==> src/rtl/nau_pkg.sv <==
// Constants shared by the nibble arithmetic unit
package nau_pkg;
  // ==========================================================
  // Widths and sizes
  localparam int ACC_W = 4;
  localparam int PTR_W = 7;
  localparam int DIGIT_W = 4;
  localparam int ROW_W_LARGE = 3;
  localparam int ROW_W_SMALL = 2;
  localparam int RAM_DEPTH = 128;
  localparam int ADDR_W = 5;
  localparam int DATA_W = 32;
  localparam logic [PTR_W-1:0] PTR_MASK_LARGE = 7'h7F;
  localparam logic [PTR_W-1:0] PTR_MASK_SMALL = 7'h3F;
  // ==========================================================
  // Opcodes
  localparam logic [7:0] OP_ADD_CARRY_SKIP = 8'h30;
  localparam logic [7:0] OP_ADD = 8'h31;
  localparam logic [7:0] OP_ADD_TEN = 8'h4A;
  localparam logic [3:0] OP_ADD_IMM_HI = 4'h5;
  localparam logic [7:0] OP_COMP_ADD_CARRY = 8'h10;
  localparam logic [7:0] OP_CLEAR_ACC = 8'h00;
  localparam logic [7:0] OP_COMP = 8'h40;
  localparam logic [7:0] OP_NOP = 8'h44;
  localparam logic [7:0] OP_CARRY_CLEAR = 8'h32;
  localparam logic [7:0] OP_CARRY_SET = 8'h22;
  localparam logic [7:0] OP_XOR = 8'h02;
  localparam logic [ACC_W-1:0] ADD_TEN_VALUE = 4'hA;
  // ==========================================================
  // Register byte offsets and status bits
  localparam logic [ADDR_W-1:0] REG_OPCODE = 5'h00;
  localparam logic [ADDR_W-1:0] REG_ACC = 5'h04;
  localparam logic [ADDR_W-1:0] REG_CARRY = 5'h08;
  localparam logic [ADDR_W-1:0] REG_PTR = 5'h0C;
  localparam logic [ADDR_W-1:0] REG_RAM = 5'h10;
  localparam logic [ADDR_W-1:0] REG_STATUS = 5'h14;
  localparam int ST_SKIP_BIT = 0;
  localparam int ST_BADOP_BIT = 1;
  // ==========================================================
  // Reset values
  localparam logic [ACC_W-1:0] ACC_RST = 4'h0;
  localparam logic [PTR_W-1:0] PTR_RST = 7'h00;
  localparam logic [7:0] OPCODE_RST = 8'h44;
endpackage : nau_pkg

==> src/rtl/nau_core_if.sv <==
// Interface joining the core to its ALU and operand RAM
`timescale 1ns/100ps
interface nau_core_if;
  import nau_pkg::*;
  logic [7:0] opcode;
  logic [ACC_W-1:0] acc;
  logic carry;
  logic [ACC_W-1:0] mem;
  logic [ACC_W-1:0] res_acc;
  logic res_carry;
  logic skip;
  logic known;
  logic [PTR_W-1:0] ram_idx;
  logic ram_we;
  logic [ACC_W-1:0] ram_wdata;
  logic [ACC_W-1:0] ram_rdata;
  modport core (output opcode, acc, carry, mem, ram_idx, ram_we, ram_wdata,
    input res_acc, res_carry, skip, known, ram_rdata);
  modport alu (input opcode, acc, carry, mem, output res_acc, res_carry, skip, known);
  modport ram (input ram_idx, ram_we, ram_wdata, output ram_rdata);
endinterface : nau_core_if

==> src/rtl/nau_alu.sv <==
// Decode and arithmetic for the accumulator opcodes
`timescale 1ns/100ps
module nau_alu (
  // Operands in, results out
  nau_core_if.alu alu_if
);
  import nau_pkg::*;
  logic [ACC_W-1:0] imm;
  logic [ACC_W:0] sum_add_cs;
  logic [ACC_W:0] sum_comp_cs;
  logic [ACC_W:0] sum_imm;
  logic is_add_cs;
  logic is_comp_cs;
  logic is_imm;
  assign imm = alu_if.opcode[ACC_W-1:0];
  assign is_add_cs = alu_if.opcode == OP_ADD_CARRY_SKIP;
  assign is_comp_cs = alu_if.opcode == OP_COMP_ADD_CARRY;
  assign is_imm = alu_if.opcode[7:4] == OP_ADD_IMM_HI;
  assign sum_add_cs = {1'b0, alu_if.acc} + {1'b0, alu_if.mem}
    + {{ACC_W{1'b0}}, alu_if.carry};
  assign sum_comp_cs = {1'b0, ~alu_if.acc} + {1'b0, alu_if.mem}
    + {{ACC_W{1'b0}}, alu_if.carry};
  assign sum_imm = {1'b0, alu_if.acc} + {1'b0, imm};
  // ==========================================================
  // Carry and skip
  assign alu_if.res_carry = is_add_cs ? sum_add_cs[ACC_W] :
    is_comp_cs ? sum_comp_cs[ACC_W] :
    (alu_if.opcode == OP_CARRY_CLEAR) ? 1'b0 :
    (alu_if.opcode == OP_CARRY_SET) ? 1'b1 : alu_if.carry;
  assign alu_if.skip = (is_add_cs && sum_add_cs[ACC_W]) || (is_comp_cs && sum_comp_cs[ACC_W])
    || (is_imm && (imm != 4'h0) && sum_imm[ACC_W]);
  // ==========================================================
  // Accumulator result
  always_comb
  begin
    alu_if.res_acc = alu_if.acc;
    alu_if.known = 1'b1;
    if (is_imm)
    begin
      alu_if.res_acc = sum_imm[ACC_W-1:0];
    end
    else
    begin
      case (alu_if.opcode)
        OP_ADD_CARRY_SKIP: alu_if.res_acc = sum_add_cs[ACC_W-1:0];
        OP_COMP_ADD_CARRY: alu_if.res_acc = sum_comp_cs[ACC_W-1:0];
        OP_ADD: alu_if.res_acc = alu_if.acc + alu_if.mem;
        OP_ADD_TEN: alu_if.res_acc = alu_if.acc + ADD_TEN_VALUE;
        OP_CLEAR_ACC: alu_if.res_acc = ACC_RST;
        OP_COMP: alu_if.res_acc = ~alu_if.acc;
        OP_XOR: alu_if.res_acc = alu_if.acc ^ alu_if.mem;
        OP_NOP, OP_CARRY_CLEAR, OP_CARRY_SET: alu_if.res_acc = alu_if.acc;
        default: alu_if.known = 1'b0;
      endcase
    end
  end
endmodule : nau_alu

==> src/rtl/nau_ram.sv <==
// Nibble data memory held in flip-flops
`timescale 1ns/100ps
module nau_ram (
  // Clock
  input wire logic core_clk_in,
  // Memory port
  nau_core_if.ram ram_if
);
  import nau_pkg::*;
  logic [ACC_W-1:0] mem_q [RAM_DEPTH];
  // ==========================================================
  // Storage, not cleared by reset
  for (genvar gi = 0; gi < RAM_DEPTH; gi++)
  begin : g_entry
    always_ff @(posedge core_clk_in)
    begin
      if (ram_if.ram_we && (ram_if.ram_idx == PTR_W'(gi)))
      begin
        mem_q[gi] <= ram_if.ram_wdata;
      end
    end
  end
  assign ram_if.ram_rdata = mem_q[ram_if.ram_idx];
endmodule : nau_ram

==> src/rtl/nau_core.sv <==
// Arithmetic unit of a 4-bit core with Avalon-MM register access
`timescale 1ns/100ps
module nau_core #(
  parameter bit LARGE_VARIANT = 1'b1
) (
  // Clock and reset
  input wire logic core_clk_in,
  input wire logic sys_rst_in,
  // Instruction stream from the sequencer
  input wire logic instr_valid_in,
  input wire logic [7:0] instr_in,
  // Avalon-MM slave
  input wire logic [nau_pkg::ADDR_W-1:0] avs_address_in,
  input wire logic avs_read_in,
  input wire logic avs_write_in,
  input wire logic [nau_pkg::DATA_W-1:0] avs_writedata_in,
  input wire logic [3:0] avs_byteenable_in,
  output logic [nau_pkg::DATA_W-1:0] avs_readdata_out,
  output logic avs_waitrequest_out,
  // Core state
  output logic [nau_pkg::ACC_W-1:0] acc_out,
  output logic carry_out,
  output logic [nau_pkg::PTR_W-1:0] ptr_out,
  output logic skip_out
);
  import nau_pkg::*;

  nau_core_if cif ();

  logic [ACC_W-1:0] acc_q;
  logic carry_q;
  logic [PTR_W-1:0] ptr_q;
  logic [PTR_W-1:0] ptr_mask;
  logic [7:0] last_op_q;
  logic skip_q;
  logic skip_seen_q;
  logic badop_q;
  logic rd_done_q;
  logic [DATA_W-1:0] readdata_q;
  logic [DATA_W-1:0] rd_word;
  logic bus_wr_ok;
  logic bus_exec;
  logic exec_fire;
  logic [7:0] exec_op;
  logic wr_acc;
  logic wr_carry;
  logic wr_ptr;
  logic wr_ram;
  logic wr_status;

  // ==========================================================
  // Submodules
  nau_alu u_alu (
    .alu_if(cif.alu)
  );

  nau_ram u_ram (
    .core_clk_in(core_clk_in),
    .ram_if(cif.ram)
  );

  // ==========================================================
  // Bus decode
  // A write waits while the sequencer issues an instruction
  assign bus_wr_ok = avs_write_in && !instr_valid_in && avs_byteenable_in[0];
  assign bus_exec = bus_wr_ok && (avs_address_in == REG_OPCODE);
  assign wr_acc = bus_wr_ok && (avs_address_in == REG_ACC);
  assign wr_carry = bus_wr_ok && (avs_address_in == REG_CARRY);
  assign wr_ptr = bus_wr_ok && (avs_address_in == REG_PTR);
  assign wr_ram = bus_wr_ok && (avs_address_in == REG_RAM);
  assign wr_status = bus_wr_ok && (avs_address_in == REG_STATUS);
  assign avs_waitrequest_out = (avs_read_in && !rd_done_q)
    || (avs_write_in && instr_valid_in);

  // ==========================================================
  // Execution
  // Sequencer instruction has priority over a bus opcode write
  assign exec_fire = instr_valid_in || bus_exec;
  assign exec_op = instr_valid_in ? instr_in : avs_writedata_in[7:0];
  assign cif.opcode = exec_op;
  assign cif.acc = acc_q;
  assign cif.carry = carry_q;
  assign cif.mem = cif.ram_rdata;
  assign cif.ram_idx = ptr_q;
  assign cif.ram_we = wr_ram;
  assign cif.ram_wdata = avs_writedata_in[ACC_W-1:0];

  // ==========================================================
  // Accumulator
  always_ff @(posedge core_clk_in)
  begin
    if (sys_rst_in)
    begin
      acc_q <= ACC_RST;
    end
    else if (exec_fire)
    begin
      acc_q <= cif.res_acc;
    end
    else if (wr_acc)
    begin
      acc_q <= avs_writedata_in[ACC_W-1:0];
    end
  end

  // ==========================================================
  // Carry flag
  always_ff @(posedge core_clk_in)
  begin
    if (sys_rst_in)
    begin
      carry_q <= 1'b0;
    end
    else if (exec_fire)
    begin
      carry_q <= cif.res_carry;
    end
    else if (wr_carry)
    begin
      carry_q <= avs_writedata_in[0];
    end
  end

  // ==========================================================
  // RAM pointer, row above digit
  assign ptr_mask = LARGE_VARIANT ? PTR_MASK_LARGE : PTR_MASK_SMALL;

  always_ff @(posedge core_clk_in)
  begin
    if (sys_rst_in)
    begin
      ptr_q <= PTR_RST;
    end
    else if (wr_ptr)
    begin
      ptr_q <= avs_writedata_in[PTR_W-1:0] & ptr_mask;
    end
  end

  // ==========================================================
  // Skip pulse and last opcode
  always_ff @(posedge core_clk_in)
  begin
    if (sys_rst_in)
    begin
      skip_q <= 1'b0;
      last_op_q <= OPCODE_RST;
    end
    else
    begin
      skip_q <= exec_fire && cif.skip;
      if (exec_fire)
      begin
        last_op_q <= exec_op;
      end
    end
  end

  // ==========================================================
  // Sticky status, set beats clear
  always_ff @(posedge core_clk_in)
  begin
    if (sys_rst_in)
    begin
      skip_seen_q <= 1'b0;
      badop_q <= 1'b0;
    end
    else
    begin
      if (exec_fire && cif.skip)
      begin
        skip_seen_q <= 1'b1;
      end
      else if (wr_status && avs_writedata_in[ST_SKIP_BIT])
      begin
        skip_seen_q <= 1'b0;
      end
      if (exec_fire && !cif.known)
      begin
        badop_q <= 1'b1;
      end
      else if (wr_status && avs_writedata_in[ST_BADOP_BIT])
      begin
        badop_q <= 1'b0;
      end
    end
  end

  // ==========================================================
  // Read path, one wait cycle per read
  always_comb
  begin
    rd_word = '0;
    case (avs_address_in)
      REG_OPCODE: rd_word[7:0] = last_op_q;
      REG_ACC: rd_word[ACC_W-1:0] = acc_q;
      REG_CARRY: rd_word[0] = carry_q;
      REG_PTR: rd_word[PTR_W-1:0] = ptr_q;
      REG_RAM: rd_word[ACC_W-1:0] = cif.mem;
      REG_STATUS:
      begin
        rd_word[ST_SKIP_BIT] = skip_seen_q;
        rd_word[ST_BADOP_BIT] = badop_q;
      end
      default: rd_word = '0;
    endcase
  end

  always_ff @(posedge core_clk_in)
  begin
    if (sys_rst_in)
    begin
      rd_done_q <= 1'b0;
      readdata_q <= '0;
    end
    else
    begin
      rd_done_q <= avs_read_in && !rd_done_q;
      if (avs_read_in && !rd_done_q)
      begin
        readdata_q <= rd_word;
      end
    end
  end

  // ==========================================================
  // Outputs
  assign avs_readdata_out = readdata_q;
  assign acc_out = acc_q;
  assign carry_out = carry_q;
  assign ptr_out = ptr_q;
  assign skip_out = skip_q;

  // ==========================================================
  // Checks
  logic [ACC_W:0] exp_add_cs;
  logic [ACC_W:0] exp_comp_cs;
  logic [ACC_W:0] exp_imm;
  assign exp_add_cs = {1'b0, acc_q} + {1'b0, cif.mem} + {{ACC_W{1'b0}}, carry_q};
  assign exp_comp_cs = {1'b0, ~acc_q} + {1'b0, cif.mem} + {{ACC_W{1'b0}}, carry_q};
  assign exp_imm = {1'b0, acc_q} + {1'b0, exec_op[ACC_W-1:0]};
endmodule : nau_core

==> config.mk <==
export PLATFORM = sky130hd
export DESIGN_NAME = nau_core
export DESIGN_NICKNAME = d
export VERILOG_FILES = /design/src/rtl/nau_pkg.sv /design/src/rtl/nau_core_if.sv /design/src/rtl/nau_alu.sv /design/src/rtl/nau_ram.sv /design/src/rtl/nau_core.sv
export SDC_FILE = /design/constraint.sdc
export NUM_CORES = 1
export LEC_CHECK = 0
export BUFFER_PORTS_ARGS = -buffer_cell sky130_fd_sc_hd__buf_2
export CAP_MARGIN = 25
export CORE_ASPECT_RATIO = 0.5
export CORE_UTILIZATION = 56
export CTS_CLUSTER_SIZE = 25
export DETAILED_ROUTE_END_ITERATION = 12
export PLACE_DENSITY = 0.74
export SLEW_MARGIN = 20
export SYNTH_ARGS = -nofsm -noshare
export SYNTH_HDL_FRONTEND = slang
export SYNTH_SLANG_ARGS = --single-unit
==> constraint.sdc <==
create_clock -name core_clk_in -period 3.65 [get_ports core_clk_in]
set_input_delay 0.73 -clock core_clk_in [delete_from_list [all_inputs] [get_ports core_clk_in]]
set_output_delay 0.73 -clock core_clk_in [all_outputs]
set_load 0.1 [all_outputs]
# [After elaboration in Yosys (flattened, before gate mapping)]
# Memory sizes are Yosys's and may differ from the RTL's. A register that Yosys moved wholly into a read port is not among the register bits.
# Cells that the tools add are included.
# Widths: inputs -> output; s select.
[totals] ff_bits=32 latchBits=0 ramBits=512 rom_bits=0 in_bits=54 out_inout_bits=46 word_cells=1115 memories=1
[classes] addsub=7 n_mul=0 div=0 magnitude_cmp=0 n_eq_ne=144 shifts=0 muxes=661 n_bitwise=2 n_reduce_logical=291
[memory_table] memory="u_ram.mem_q" depth=128 width=4 read_ports=1 rd_ports_with_merged_regs=1 write_ports=1 line="nau_ram.sv:10" text="logic [ACC_W-1:0] mem_q [RAM_DEPTH];"
[op_table] op="$mux 7" n=129
[op_table] op="$mux 4" n=130
[op_table] op="$reduce_or 4->1" n=127
[op_table] op="$eq 7x7->1 const B" n=64
[op_table] op="$mux 1" n=396
[op_table] op="$eq 7x6->1 const B" n=32
[op_table] op="$logic_and 1x1->1" n=146
[op_table] op="$eq 7x5->1 const B" n=16
[op_table] op="$eq 7x4->1 const B" n=8
[op_table] op="$eq 8x6->1 const B" n=4
[op_table] op="$eq 7x3->1 const B" n=4
[op_table] op="$pmux 4 s7" n=1
[op_table] op="$eq 8x7->1 const B" n=3
[op_table] op="$add 4x4->5" n=3
[op_table] op="$eq 7x2->1 const B" n=2
[op_table] op="$add 5x1->5" n=2
[op_table] op="$eq 5x4->1 const B" n=2
[op_table] op="$eq 5x5->1 const B" n=2
[op_table] op="$reduce_or 10->1" n=1
[op_table] op="$ne 9x1->1 const B" n=1
[op_table] op="$eq 8x2->1 const B" n=1
[op_table] op="$eq 8x5->1 const B" n=1
[op_table] op="$logic_not 8->1" n=1
[op_table] op="$mux 8" n=1
[op_table] op="19 further kinds" n=28

# [Depth between registers and ports, before layout]
# Gate-level depths: netlist (run 1).
[depth] word_depth=135 mapped_depth=21

# [Modules after synthesis]
# From an unflattened synthesis (run 1), not the netlist that was laid out.
[unflattened] cells_unflattened=1424 hier_area_um2=23427.5
[modules_own_cells] module="nau_ram" instances=1 cells_per_inst=1084 area_each_um2=20603.5 seq_area_each_um2=15374.7
[modules_own_cells] module="nau_core" instances=1 cells_per_inst=198 area_each_um2=1785.5 seq_area_each_um2=640.6
[modules_own_cells] module="nau_alu" instances=1 cells_per_inst=142 area_each_um2=1038.5 seq_area_each_um2=0.0

# [Worst setup path after synthesis (run 1)]
# Ideal clock, no wire load.
[synth_timing] kind="register -> register" from="register (tool-made name)" to="register acc_q[3] (netlist: acc_out[3])" setup_time_ns=0.133 arrival_ns=3.835 required_ns=3.517 slack_ns=-0.318 path_stages_with_launch=17 n_path_buf=2 cell_sequence="dfxtp_1 -> buf_2 -> buf_2 -> mux4_2 -> mux4_2 -> mux2i_1 -> o22ai_1 -> a221oi_1 -> inv_1 -> ha_1 -> nand2b_1 -> a21oi_1 -> nor4_1 -> nor4b_1 -> a211oi_1 -> nor3_1 -> a211oi_2"
[synth_rtl] element="end signal, assigned" line="nau_core.sv:98" text="acc_q <= cif.res_acc;"
[synth_rtl] element="end signal, assigned" line="nau_core.sv:102" text="acc_q <= avs_writedata_in[ACC_W-1:0];"
[synth_rtl] element="end, declared" line="nau_core.sv:30" text="logic [ACC_W-1:0] acc_q;"

==> impl_metrics.py, run 1 <==
metrics = {
    "outcome": {
        "outcome": "complete, but fails checks",
        "violations": "setup timing",
    },
    "synthesis": {
        "synthCells": 1427,
        "ys_seq_elements": 551,
        "yosys_warnings": 0,
        "syn_area_per_cell_sq_um": 16.3,
        "synth_edf_count": 512,
        "async_reset_ff_share_pct": 0,
        "ys_seq_area_share_pct": 69.3,
        "netlist_area_sq_um": 23300,
        "ys.flop_type": "edfxtp_1",
        "ys_types": 74,
    },
    "setup_path": {
        "cp_max_fo": 7,
        "crit_path_end_kind": "flop",
        "path_class": "flop to flop",
        "required_ns": 4.10,
        "startpoint_type": "flop",
        "crit_arrival_ns": 4.45,
    },
    "die": {
        "io_pins": 100,
        "core_sq_um": 40700,
        "dieHeight_um": 146,
        "die_w_um": 291,
        "num_rows": 52,
        "start_util_pct": 57.2,
        "dieArea_sq_um": 42500,
    },
    "timing": {
        "slew_headroom_pct": 30.6,
        "finalCritPeriodShare_pct": 110,
        "tightest_slew_ns": 1.04,
        "hold_violations": 0,
        "timing.final.ws_setup_ns": -0.351,
        "finalMaxSlewViolations": 0,
        "rsz0062_at_grt": "yes",
        "max_freq_mhz": 250,
        "fin_crit_ns": 4.00,
        "setup_viol": 6,
        "fin_skew_ns": 0.0152,
    },
    "layout": {
        "finalNonFillerCells": 2174,
        "syn_to_final_growth_pct": 16.2,
        "final_nets": 1671,
        "n_antenna_cell": 0,
        "nFillCells": 2598,
        "drive_above_1_share_pct": 30.7,
    },
    "global_routing": {
        "overflow": 0,
        "grt_max_degree": 113,
        "track_usage_pct": 27.9,
        "grt_pass1_vias": 14195,
        "grt_first_pass_wirelength_um": 88500,
        "antenna_found_initial": 0,
    },
    "route": {
        "first_pass_iters": 5,
        "wl_per_cell_um": 27.2,
        "drc": 0,
        "ant_nets": 0,
        "drt_wl_total_um": 59200,
        "vias": 14163,
        "vias_per_cell": 6.51,
        "drt_iter0_drc": 1989,
    },
    "place": {
        "io_buffer_count": 48,
        "place_inst": 2062,
        "place_ws_ns": -0.668,
        "dp_hpwl_um": 38900,
        "gp_congestion": 0.924,
    },
    "clocking": {
        "path_clk_slew_ns": 0.07,
        "clkSinkCount": 551,
        "cts-hold-fix-buffers": 0,
        "clkLatencyLatePin_ns": 0.58,
        "cts-root-buf": "clkbuf_16",
        "cts_tree": "built",
        "clk_path_buf_depth": 3,
        "cts_max_level": 2,
        "cts_buffers": 47,
    },
    "pwr": {
        "leakage_nw": 8.70,
        "p_per_area_nw_per_um2": 461,
        "ir_drop_mv": 0.340,
    },
    "min_path": {
        "min_path_type": "flop to flop",
    },
    "flow_run": {
        "drv_cap": 0,
    },
}
-- placed cells by master (no fill, tap or decap), types with 11 or more instances in the layout --
cell,instances
edfxtp_1,512
nor2_1,199
buf_4,128
mux4_2,105
mux2_2,55
clkbuf_16,50
nand2_1,45
buf_2,44
dfxtp_1,36
a22oi_1,32
o22ai_1,28
mux2i_1,24
conb_1,24
a21oi_1,18
buf_12,18
inv_1,17
nor3_1,17
a211oi_1,14
o21ai_0,14
a31oi_1,12
clkinv_2,11
-- final cells by class --
class	instances	area [sq um]	area share (%)
Sequential cell	551	16200	59.7
Multi-Input combinational cell	775	6910	25.5
Timing Repair Buffer	202	1740	6.43
Clock buffer	59	1250	4.62
Tap cell	540	676	2.49
Clock inverter	26	269	0.993
Inverter	21	78.8	0.291
-- through the flow --
stage	util [%]	total power, mW	hold slack (ns)	instance area [sq um]	TNS [ns]
6_report	66.5	12.5	0.462	27100	-1.67
5_1_grt	66.5	12.8	0.493	27100	-2.27
4_1_cts	65.9	12.5	0.463	26900	-1.26
3_5_place_dp	61.3	7.56	0.454	25000	-2.98
3_3_place_gp	61.3	7.54	0.437	25000	-2.64
2_1_floorplan	-	7.38	0.437	23500	0
-- power by group --
group / switching (mW) / total, mW / internal, mW / leakage (nW)
Clock: 2.25 / 5.05 / 2.80 / 0.750
Sequential: 0.0199 / 6.92 / 6.90 / 4.92
Combinational: 0.398 / 0.522 / 0.124 / 3.03
-- registers in the layout (all words and copies together), names as in the netlist, named ones only --
signal and count:
skip_seen_q 1, carry_out 1, rd_done_q 1, badop_q 1, u_ram.mem_q 512, skip_out 1, ptr_out 7, avs_readdata_out 8
last_op_q 8, acc_out 4
-- worst paths after layout --
kind                                    start  slack (ns)                               end  cells after the start
max reg2reg                              flop       -0.35           acc_out[1]$_SDFFE_PP0P_                     15
max                                      flop       -0.35           acc_out[1]$_SDFFE_PP0P_                     15
min          avs_readdata_out[7]$_SDFFE_PP0P_        0.46  avs_readdata_out[7]$_SDFFE_PP0P_                      2
min reg2reg  avs_readdata_out[7]$_SDFFE_PP0P_        0.46  avs_readdata_out[7]$_SDFFE_PP0P_                      2
-- per-layer routing --
layer / GRT usage [%] / vias to the layer above / part of all wire [%]
met5: 0 / - / 0
met4: 7.67 / 0 / 2.7
met3: 5.53 / 133 / 11
met2: 44.6 / 934 / 47
met1: 39.7 / 7163 / 39
li1: - / 5933 / -
-- critical path: stages (launching register included) --
cell and delay (ns):
dfxtp_4 0.42, buf_12 0.17, buf_12 0.14, mux4_2 0.53, a22o_1 0.27, a21oi_2 0.20
a22o_1 0.21, nor4_4 0.06, a31oi_4 0.28, inv_2 0.08, ha_2 0.21, fa_1 0.45
a222oi_1 0.30, o211ai_1 0.14, a221oi_1 0.28, a21oi_1 0.11
-- synthesized netlist by cell type (3+ instances only) --
library cell | number | area (sq um)
a21oi_1 | 22 | 110
mux2i_1 | 25 | 250
inv_1 | 20 | 75.1
ha_1 | 12 | 150
o21a_1 | 3 | 22.5
nand2_1 | 46 | 173
o22ai_1 | 30 | 188
buf_1 | 12 | 45.0
nor2b_1 | 10 | 62.6
o21ai_0 | 20 | 100
nor2_1 | 205 | 769
mux2_2 | 56 | 631
nand3b_1 | 3 | 22.5
nand4_1 | 6 | 37.5
buf_6 | 4 | 45.0
fa_1 | 7 | 140
dfxtp_1 | 39 | 781
mux4_2 | 105 | 2360
clkbuf_1 | 43 | 161
a31oi_1 | 13 | 81.3
a22oi_1 | 38 | 285
o211ai_1 | 3 | 22.5
and2_1 | 6 | 37.5
a22o_1 | 7 | 61.3
nor3_1 | 18 | 90.1
buf_4 | 31 | 233
o221ai_1 | 4 | 35.0
nor4_1 | 10 | 62.6
or2_2 | 4 | 25.0
edfxtp_1 | 512 | 15400
nand2b_1 | 8 | 50.1
and3_1 | 4 | 25.0
a211oi_1 | 14 | 105
buf_2 | 13 | 65.1
nand3_1 | 11 | 55.1
a221oi_1 | 7 | 61.3
nor3b_1 | 10 | 75.1
-- logic make-up (layout without fill, tap and decap cells) --
kind of cell	count (synthesis)	in the layout	synth area share, %
AOI/OAI and AO/OA	186	186	5.67
DFF	551	551	69.3
xor gates and xnor gates	3	3	0.113
muxes	188	188	14.1
buffers and inverters	124	308	2.69
adders and majority gates	19	19	1.24
and+or+nand+nor	355	355	6.90
other	1	24	0.0161
-- what timing repair did --
action | 4_1_cts | 5_1_grt
gates resized for setup | 42 | 24
buffers inserted | 15 | 8
pin swaps | 24 | 23
gates cloned | 2 | 2
setup endpoints to repair | 7 | 7
(Power assumes the default switching activity.)
==> inputs of run 2 (changes only) <==
--- a/config.mk
+++ b/config.mk
@@ -8,10 +8,10 @@
 export BUFFER_PORTS_ARGS = -buffer_cell sky130_fd_sc_hd__buf_2
 export CAP_MARGIN = 25
 export CORE_ASPECT_RATIO = 0.5
-export CORE_UTILIZATION = 56
+export CORE_UTILIZATION = 61
 export CTS_CLUSTER_SIZE = 25
 export DETAILED_ROUTE_END_ITERATION = 12
-export PLACE_DENSITY = 0.74
+export PLACE_DENSITY = 0.82
 export SLEW_MARGIN = 20
 export SYNTH_ARGS = -nofsm -noshare
 export SYNTH_HDL_FRONTEND = slang
==> constraint.sdc (replaced) <==
create_clock -name core_clk_in -period 4 [get_ports core_clk_in]
set_input_delay 0.8 -clock core_clk_in [delete_from_list [all_inputs] [get_ports core_clk_in]]
set_output_delay 0.8 -clock core_clk_in [all_outputs]
set_load 0.1 [all_outputs]
==> impl_metrics.py, run 2 (synthesis gave the netlist of run 1 again) <==
metrics = {
    "pwr": {
        "ir_drop_mv": 0.328,
        "p_per_area_nw_per_um2": 417,
        "leakage_nw": 8.47,
    },
    "route": {
        "vias_per_cell": 6.95,
        "wl_per_cell_um": 30.0,
        "drc": 0,
        "drt_iter0_drc": 1866,
        "vias": 14571,
        "drt_wl_total_um": 62900,
        "ant_nets": 0,
        "first_pass_iters": 8,
    },
    "setup_path": {
        "crit_path_end_kind": "flop",
        "startpoint_type": "flop",
        "cpLargestDelayFamily": "multiplexers",
        "path_buf_inv": 5,
        "slowest_delay_ns": 0.55,
        "path_class": "flop to flop",
        "crit_arrival_ns": 4.60,
        "cp_cell_sequence": "buf_12 -> buf_8 -> mux4_2 -> mux4_2 -> mux2i_4 -> o22ai_4 -> a221oi_2 -> buf_4 -> inv_4 -> buf_6 -> fa_2 -> a222oi_1 -> o211ai_1 -> a221oi_2 -> a21oi_1",
        "required_ns": 4.47,
        "cpMaxStageDelayCell": "mux4_2",
        "cp_max_fo": 6,
    },
    "clocking": {
        "cts_buffers": 46,
        "cts_max_level": 2,
        "clkLatencyLatePin_ns": 0.58,
        "cts-root-buf": "clkbuf_16",
        "cts_tree": "built",
        "cts-hold-fix-buffers": 0,
        "clkSinkCount": 551,
        "clk_path_buf_depth": 3,
        "path_clk_slew_ns": 0.08,
    },
    "outcome": {
        "outcome": "complete, but fails checks",
        "violations": "setup timing",
    },
    "die": {
        "num_rows": 50,
        "die_w_um": 278,
        "dieArea_sq_um": 39100,
        "io_pins": 100,
        "start_util_pct": 62.1,
        "core_sq_um": 37500,
        "dieHeight_um": 140,
    },
    "global_routing": {
        "antenna_found_initial": 0,
        "grt_first_pass_wirelength_um": 91100,
        "grt_pass1_vias": 14408,
        "track_usage_pct": 32.1,
        "grt_max_degree": 115,
        "overflow": 0,
    },
    "timing": {
        "rsz0062_at_grt": "yes",
        "whs_ns": 0.464,
        "tightest_slew_ns": 1.10,
        "finalCritPeriodShare_pct": 103,
        "setup_viol": 3,
        "fin_skew_ns": 0.0220,
        "max_freq_mhz": 242,
        "timing.final.ws_setup_ns": -0.129,
        "hold_violations": 0,
        "slew_headroom_pct": 26.2,
        "finalMaxSlewViolations": 0,
        "fin_crit_ns": 4.13,
    },
    "place": {
        "dpl_cell_area_sq_um": 24700,
        "io_buffer_count": 48,
        "dp_hpwl_um": 38100,
        "place_ws_ns": -0.310,
        "gp_congestion": 0.942,
    },
    "min_path": {
        "min_path_type": "flop to flop",
    },
    "layout": {
        "mostFrequentLayoutCell": "edfxtp_1",
        "drive_above_1_share_pct": 29.0,
        "max_flop_register": "u_ram.mem_q",
        "register_area_sq_um": 16200,
        "nFillCells": 2154,
        "final_nets": 1643,
        "layout_common_cells": "512 x edfxtp_1, 200 x nor2_1, 105 x mux4_2, 104 x buf_4, 54 x mux2_2",
        "n_antenna_cell": 0,
        "final_core_util_pct": 70.9,
        "syn_to_final_growth_pct": 14.2,
        "final_area_sq_um": 26600,
        "largest_reg_flops": 512,
        "multi_input_area_sq_um": 6890,
    },
    "flow_run": {
        "drv_cap": 0,
    },
}
## run 2: changes by cell type in the layout (fill, tap and decap cells not counted), sizes merged
cell    before  now
buf        199  175
bufinv       5    2
clkinv      18   15
clkbuf      61   63
bufbuf       1    0
inv         23   22
## run 2: tightest hold or removal path, delay by kind of cell, from the launching register on
kind,cells,cell delay [ns]
flip-flops,1,0.31
AND/OR/NAND/NOR,1,0.05
AO/OA/AOI/OAI,1,0.05
## run 2: report_power, final
group / internal (mW) / switching (mW) / total [mW]
combinational: 0.116 / 0.367 / 0.483
sequential: 6.30 / 0.0179 / 6.31
clock: 2.29 / 2.01 / 4.30
total: 8.70 / 2.39 / 11.1
## run 2: routing by layer
| metal | global-route usage (%) | wire length [um] | vias up |
|---|---|---|---|
| met5 | 0 | 0 | - |
| met1 | 42.1 | 22300 | 7256 |
| li1 | - | - | 5881 |
| met3 | 8.21 | 7580 | 235 |
| met2 | 51.5 | 29900 | 1199 |
| met4 | 14.5 | 3080 | 0 |
## run 2: worst paths after layout
path | startpoint | endpoint | slack (ns) | cells after the start
max reg2reg | flop | acc_out[1]$_SDFFE_PP0P_ | -0.13 | 15
min | avs_readdata_out[7]$_SDFFE_PP0P_ | avs_readdata_out[7]$_SDFFE_PP0P_ | 0.46 | 2
min reg2reg | avs_readdata_out[7]$_SDFFE_PP0P_ | avs_readdata_out[7]$_SDFFE_PP0P_ | 0.46 | 2
max | flop | acc_out[1]$_SDFFE_PP0P_ | -0.13 | 15
## run 2: metrics by stage
step | TNS [ns] | std cells | power [mW]
floorplan | 0 | 1450 | 6.73
global placement | -0.764 | 1998 | 6.88
detailed placement | -1.08 | 1998 | 6.89
CTS | -0.00740 | 2092 | 11.0
global route | -0.689 | 2098 | 11.3
finish | -0.327 | 2098 | 11.1
## run 2: final cells by class
cell class / instances / area share [%]
clock buffer: 63 / 4.64
sequential: 551 / 60.7
timing repair buffer: 175 / 5.61
tap: 494 / 2.32
inverter: 21 / 0.306
multi-input combinational: 775 / 25.9
clock inverter: 19 / 0.522
## run 2: what timing repair did
| action | 4_1_cts | 5_1_grt |
|---|---|---|
| endpoints found under the setup margin | 6 | 6 |
| setup buffers | 11 | 4 |
| pin swaps | 24 | 20 |
| resized for setup | 56 | 27 |
| cloned | 1 | 0 |
==> inputs of run 3 (changes only) <==
--- a/config.mk
+++ b/config.mk
@@ -8,10 +8,10 @@
 export BUFFER_PORTS_ARGS = -buffer_cell sky130_fd_sc_hd__buf_2
 export CAP_MARGIN = 25
 export CORE_ASPECT_RATIO = 0.5
-export CORE_UTILIZATION = 61
+export CORE_UTILIZATION = 43
 export CTS_CLUSTER_SIZE = 25
 export DETAILED_ROUTE_END_ITERATION = 12
-export PLACE_DENSITY = 0.82
+export PLACE_DENSITY = 0.62
 export SLEW_MARGIN = 20
 export SYNTH_ARGS = -nofsm -noshare
 export SYNTH_HDL_FRONTEND = slang
==> impl_metrics.py, run 3 (synthesis gave the netlist of run 1 again) <==
metrics = {
    "layout": {
        "final_area_sq_um": 26900,
        "nFillCells": 4246,
        "syn_to_final_growth_pct": 15.3,
        "largest_reg_flops": 512,
        "layout_common_cells": "512 x edfxtp_1, 204 x nor2_1, 105 x mux4_2, 102 x buf_4, 55 x mux2_2",
        "n_antenna_cell": 0,
        "drive_above_1_share_pct": 27.9,
        "mostFrequentLayoutCell": "edfxtp_1",
        "final_core_util_pct": 50.9,
        "max_flop_register": "u_ram.mem_q",
        "final_nets": 1639,
    },
    "timing": {
        "slew_headroom_pct": 26.6,
        "setup_viol": 2,
        "rsz0062_at_grt": "yes",
        "finalMaxSlewViolations": 0,
        "finalCritPeriodShare_pct": 102,
        "fin_crit_ns": 4.07,
        "hold_violations": 0,
        "whs_ns": 0.465,
        "tightest_slew_ns": 1.10,
        "timing.final.ws_setup_ns": -0.0704,
        "fin_skew_ns": 0.0227,
        "max_freq_mhz": 246,
    },
    "die": {
        "die_w_um": 331,
        "core_sq_um": 52800,
        "num_rows": 59,
        "io_pins": 100,
        "start_util_pct": 44.2,
        "dieArea_sq_um": 55200,
        "dieHeight_um": 167,
    },
    "pwr": {
        "power_report.internal_total_mw": 9.25,
        "power_frac_clock_pct": 42.0,
        "leakage_nw": 8.52,
        "ir_drop_mv": 0.311,
        "netSwitchingPower_mw": 2.45,
        "p_total_mw": 11.7,
        "p_sw_share_pct": 21.0,
        "p_seq_share_pct": 54.0,
        "combPwrFrac_pct": 4.0,
        "p_per_area_nw_per_um2": 435,
    },
    "global_routing": {
        "track_usage_pct": 20.9,
        "antenna_found_initial": 0,
        "grt_first_pass_wirelength_um": 87000,
        "grt_pass1_vias": 13661,
        "overflow": 0,
        "grt_max_degree": 114,
    },
    "setup_path": {
        "regToRegSetupSlack_ns": -0.07,
        "startpoint_type": "flop",
        "cp_max_fo": 8,
        "crit_path_end_kind": "flop",
        "path_class": "flop to flop",
        "crit_arrival_ns": 4.57,
        "r2r-end": "acc_out[3]$_SDFFE_PP0P_",
        "required_ns": 4.50,
        "rr_worst_depth": 18,
    },
    "clocking": {
        "clkSinkCount": 551,
        "cts_max_level": 2,
        "cts-hold-fix-buffers": 0,
        "cts_buffers": 50,
        "clkLatencyLatePin_ns": 0.59,
        "cts-root-buf": "clkbuf_16",
        "clk_path_buf_depth": 3,
        "cts_tree": "built",
        "path_clk_slew_ns": 0.07,
    },
    "min_path": {
        "whs_path_depth": 2,
        "min_path_type": "flop to flop",
        "min_from": "avs_readdata_out[7]$_SDFFE_PP0P_",
        "holdPathEnd": "avs_readdata_out[7]$_SDFFE_PP0P_",
    },
    "place": {
        "place_ws_ns": -0.342,
        "io_buffer_count": 48,
        "dp_hpwl_um": 39100,
        "gp_congestion": 0.903,
        "dpl_cell_area_sq_um": 25000,
    },
    "route": {
        "vias": 13558,
        "drt_iter0_drc": 1378,
        "drc": 0,
        "wl_per_cell_um": 25.0,
        "ant_nets": 0,
        "drt_wl_total_um": 57800,
        "first_pass_iters": 5,
        "vias_per_cell": 5.88,
    },
    "outcome": {
        "violations": "setup timing",
        "outcome": "complete, but fails checks",
    },
    "flow_run": {
        "drv_cap": 0,
    },
}
run 3: changes by cell type in the layout (fill, tap and decap cells not counted), sizes merged:
cell      delta
inv          -1
bufinv       +5
clkinv       +1
clkbuf       +4
buf          -8
clkinvlp     +1
run 3: critical path, cell delays in order (launching register included):
cell      delay [ns]
dfxtp_4         0.46
buf_12          0.17
buf_12          0.12
mux4_2          0.51
mux4_2          0.46
mux2i_1         0.18
o22ai_2         0.14
a221oi_2        0.21
buf_4           0.19
inv_4           0.04
ha_1            0.27
nand2b_1        0.16
a21oi_2         0.19
buf_4           0.15
nor2_1          0.04
o31a_1          0.24
mux2i_1         0.13
a22oi_1         0.10
a211oi_2        0.20
run 3: what timing repair did:
item | in CTS | in global routing
setup endpoints to repair | 6 | 6
pin swaps | 16 | 7
setup buffers | 6 | 0
resized for setup | 23 | 17
run 3: how the worst max path moves through the flow:
| stage | from | endpoint | depth (start not counted) |
|---|---|---|---|
| finish | flop | acc_out[3]$_SDFFE_PP0P_ | 18 |
| floorplan | flop | acc_out[3]$_SDFFE_PP0P_ | 16 |
| detailed placement | flop | acc_out[1]$_SDFFE_PP0P_ | 14 |
| global placement | flop | acc_out[1]$_SDFFE_PP0P_ | 14 |
| CTS | flop | acc_out[1]$_SDFFE_PP0P_ | 15 |
| global route | flop | acc_out[3]$_SDFFE_PP0P_ | 18 |
run 3: stage by stage:
stage,cells,TNS (ns)
finish,2307,-0.113
global placement,2208,-1.32
floorplan,1450,0
detailed placement,2208,-1.29
global route,2307,-0.785
CTS,2306,-0.0736
run 3: routing by layer:
layer | up-vias | wire length, um | GRT usage (%)
met5 | - | 47 | 0.681
li1 | 5879 | - | -
met4 | 2 | 1550 | 5.93
met2 | 647 | 26600 | 33.1
met1 | 6939 | 24500 | 29.6
met3 | 91 | 5070 | 4.04
run 3: cell type report:
cell class / instances / area [sq um] / area share (%)
clock buffers: 67 / 1360 / 5.05
clock inverters: 25 / 322 / 1.20
inverters: 21 / 81.3 / 0.302
multi-input cells: 775 / 6740 / 25.1
flip-flops and latches: 551 / 16200 / 60.1
well taps: 701 / 877 / 3.26
repair buffers: 167 / 1350 / 5.00
run 3: power groups by stage:
stage          logic (mW)  clock network [mW]  registers (mW)
2_1_floorplan       0.267                   0            6.46
3_3_place_gp        0.447                   0            6.44
3_5_place_dp        0.458                   0            6.44
4_1_cts             0.461                4.98            6.32
5_1_grt             0.495                5.21            6.31
6_report            0.467                4.92            6.32
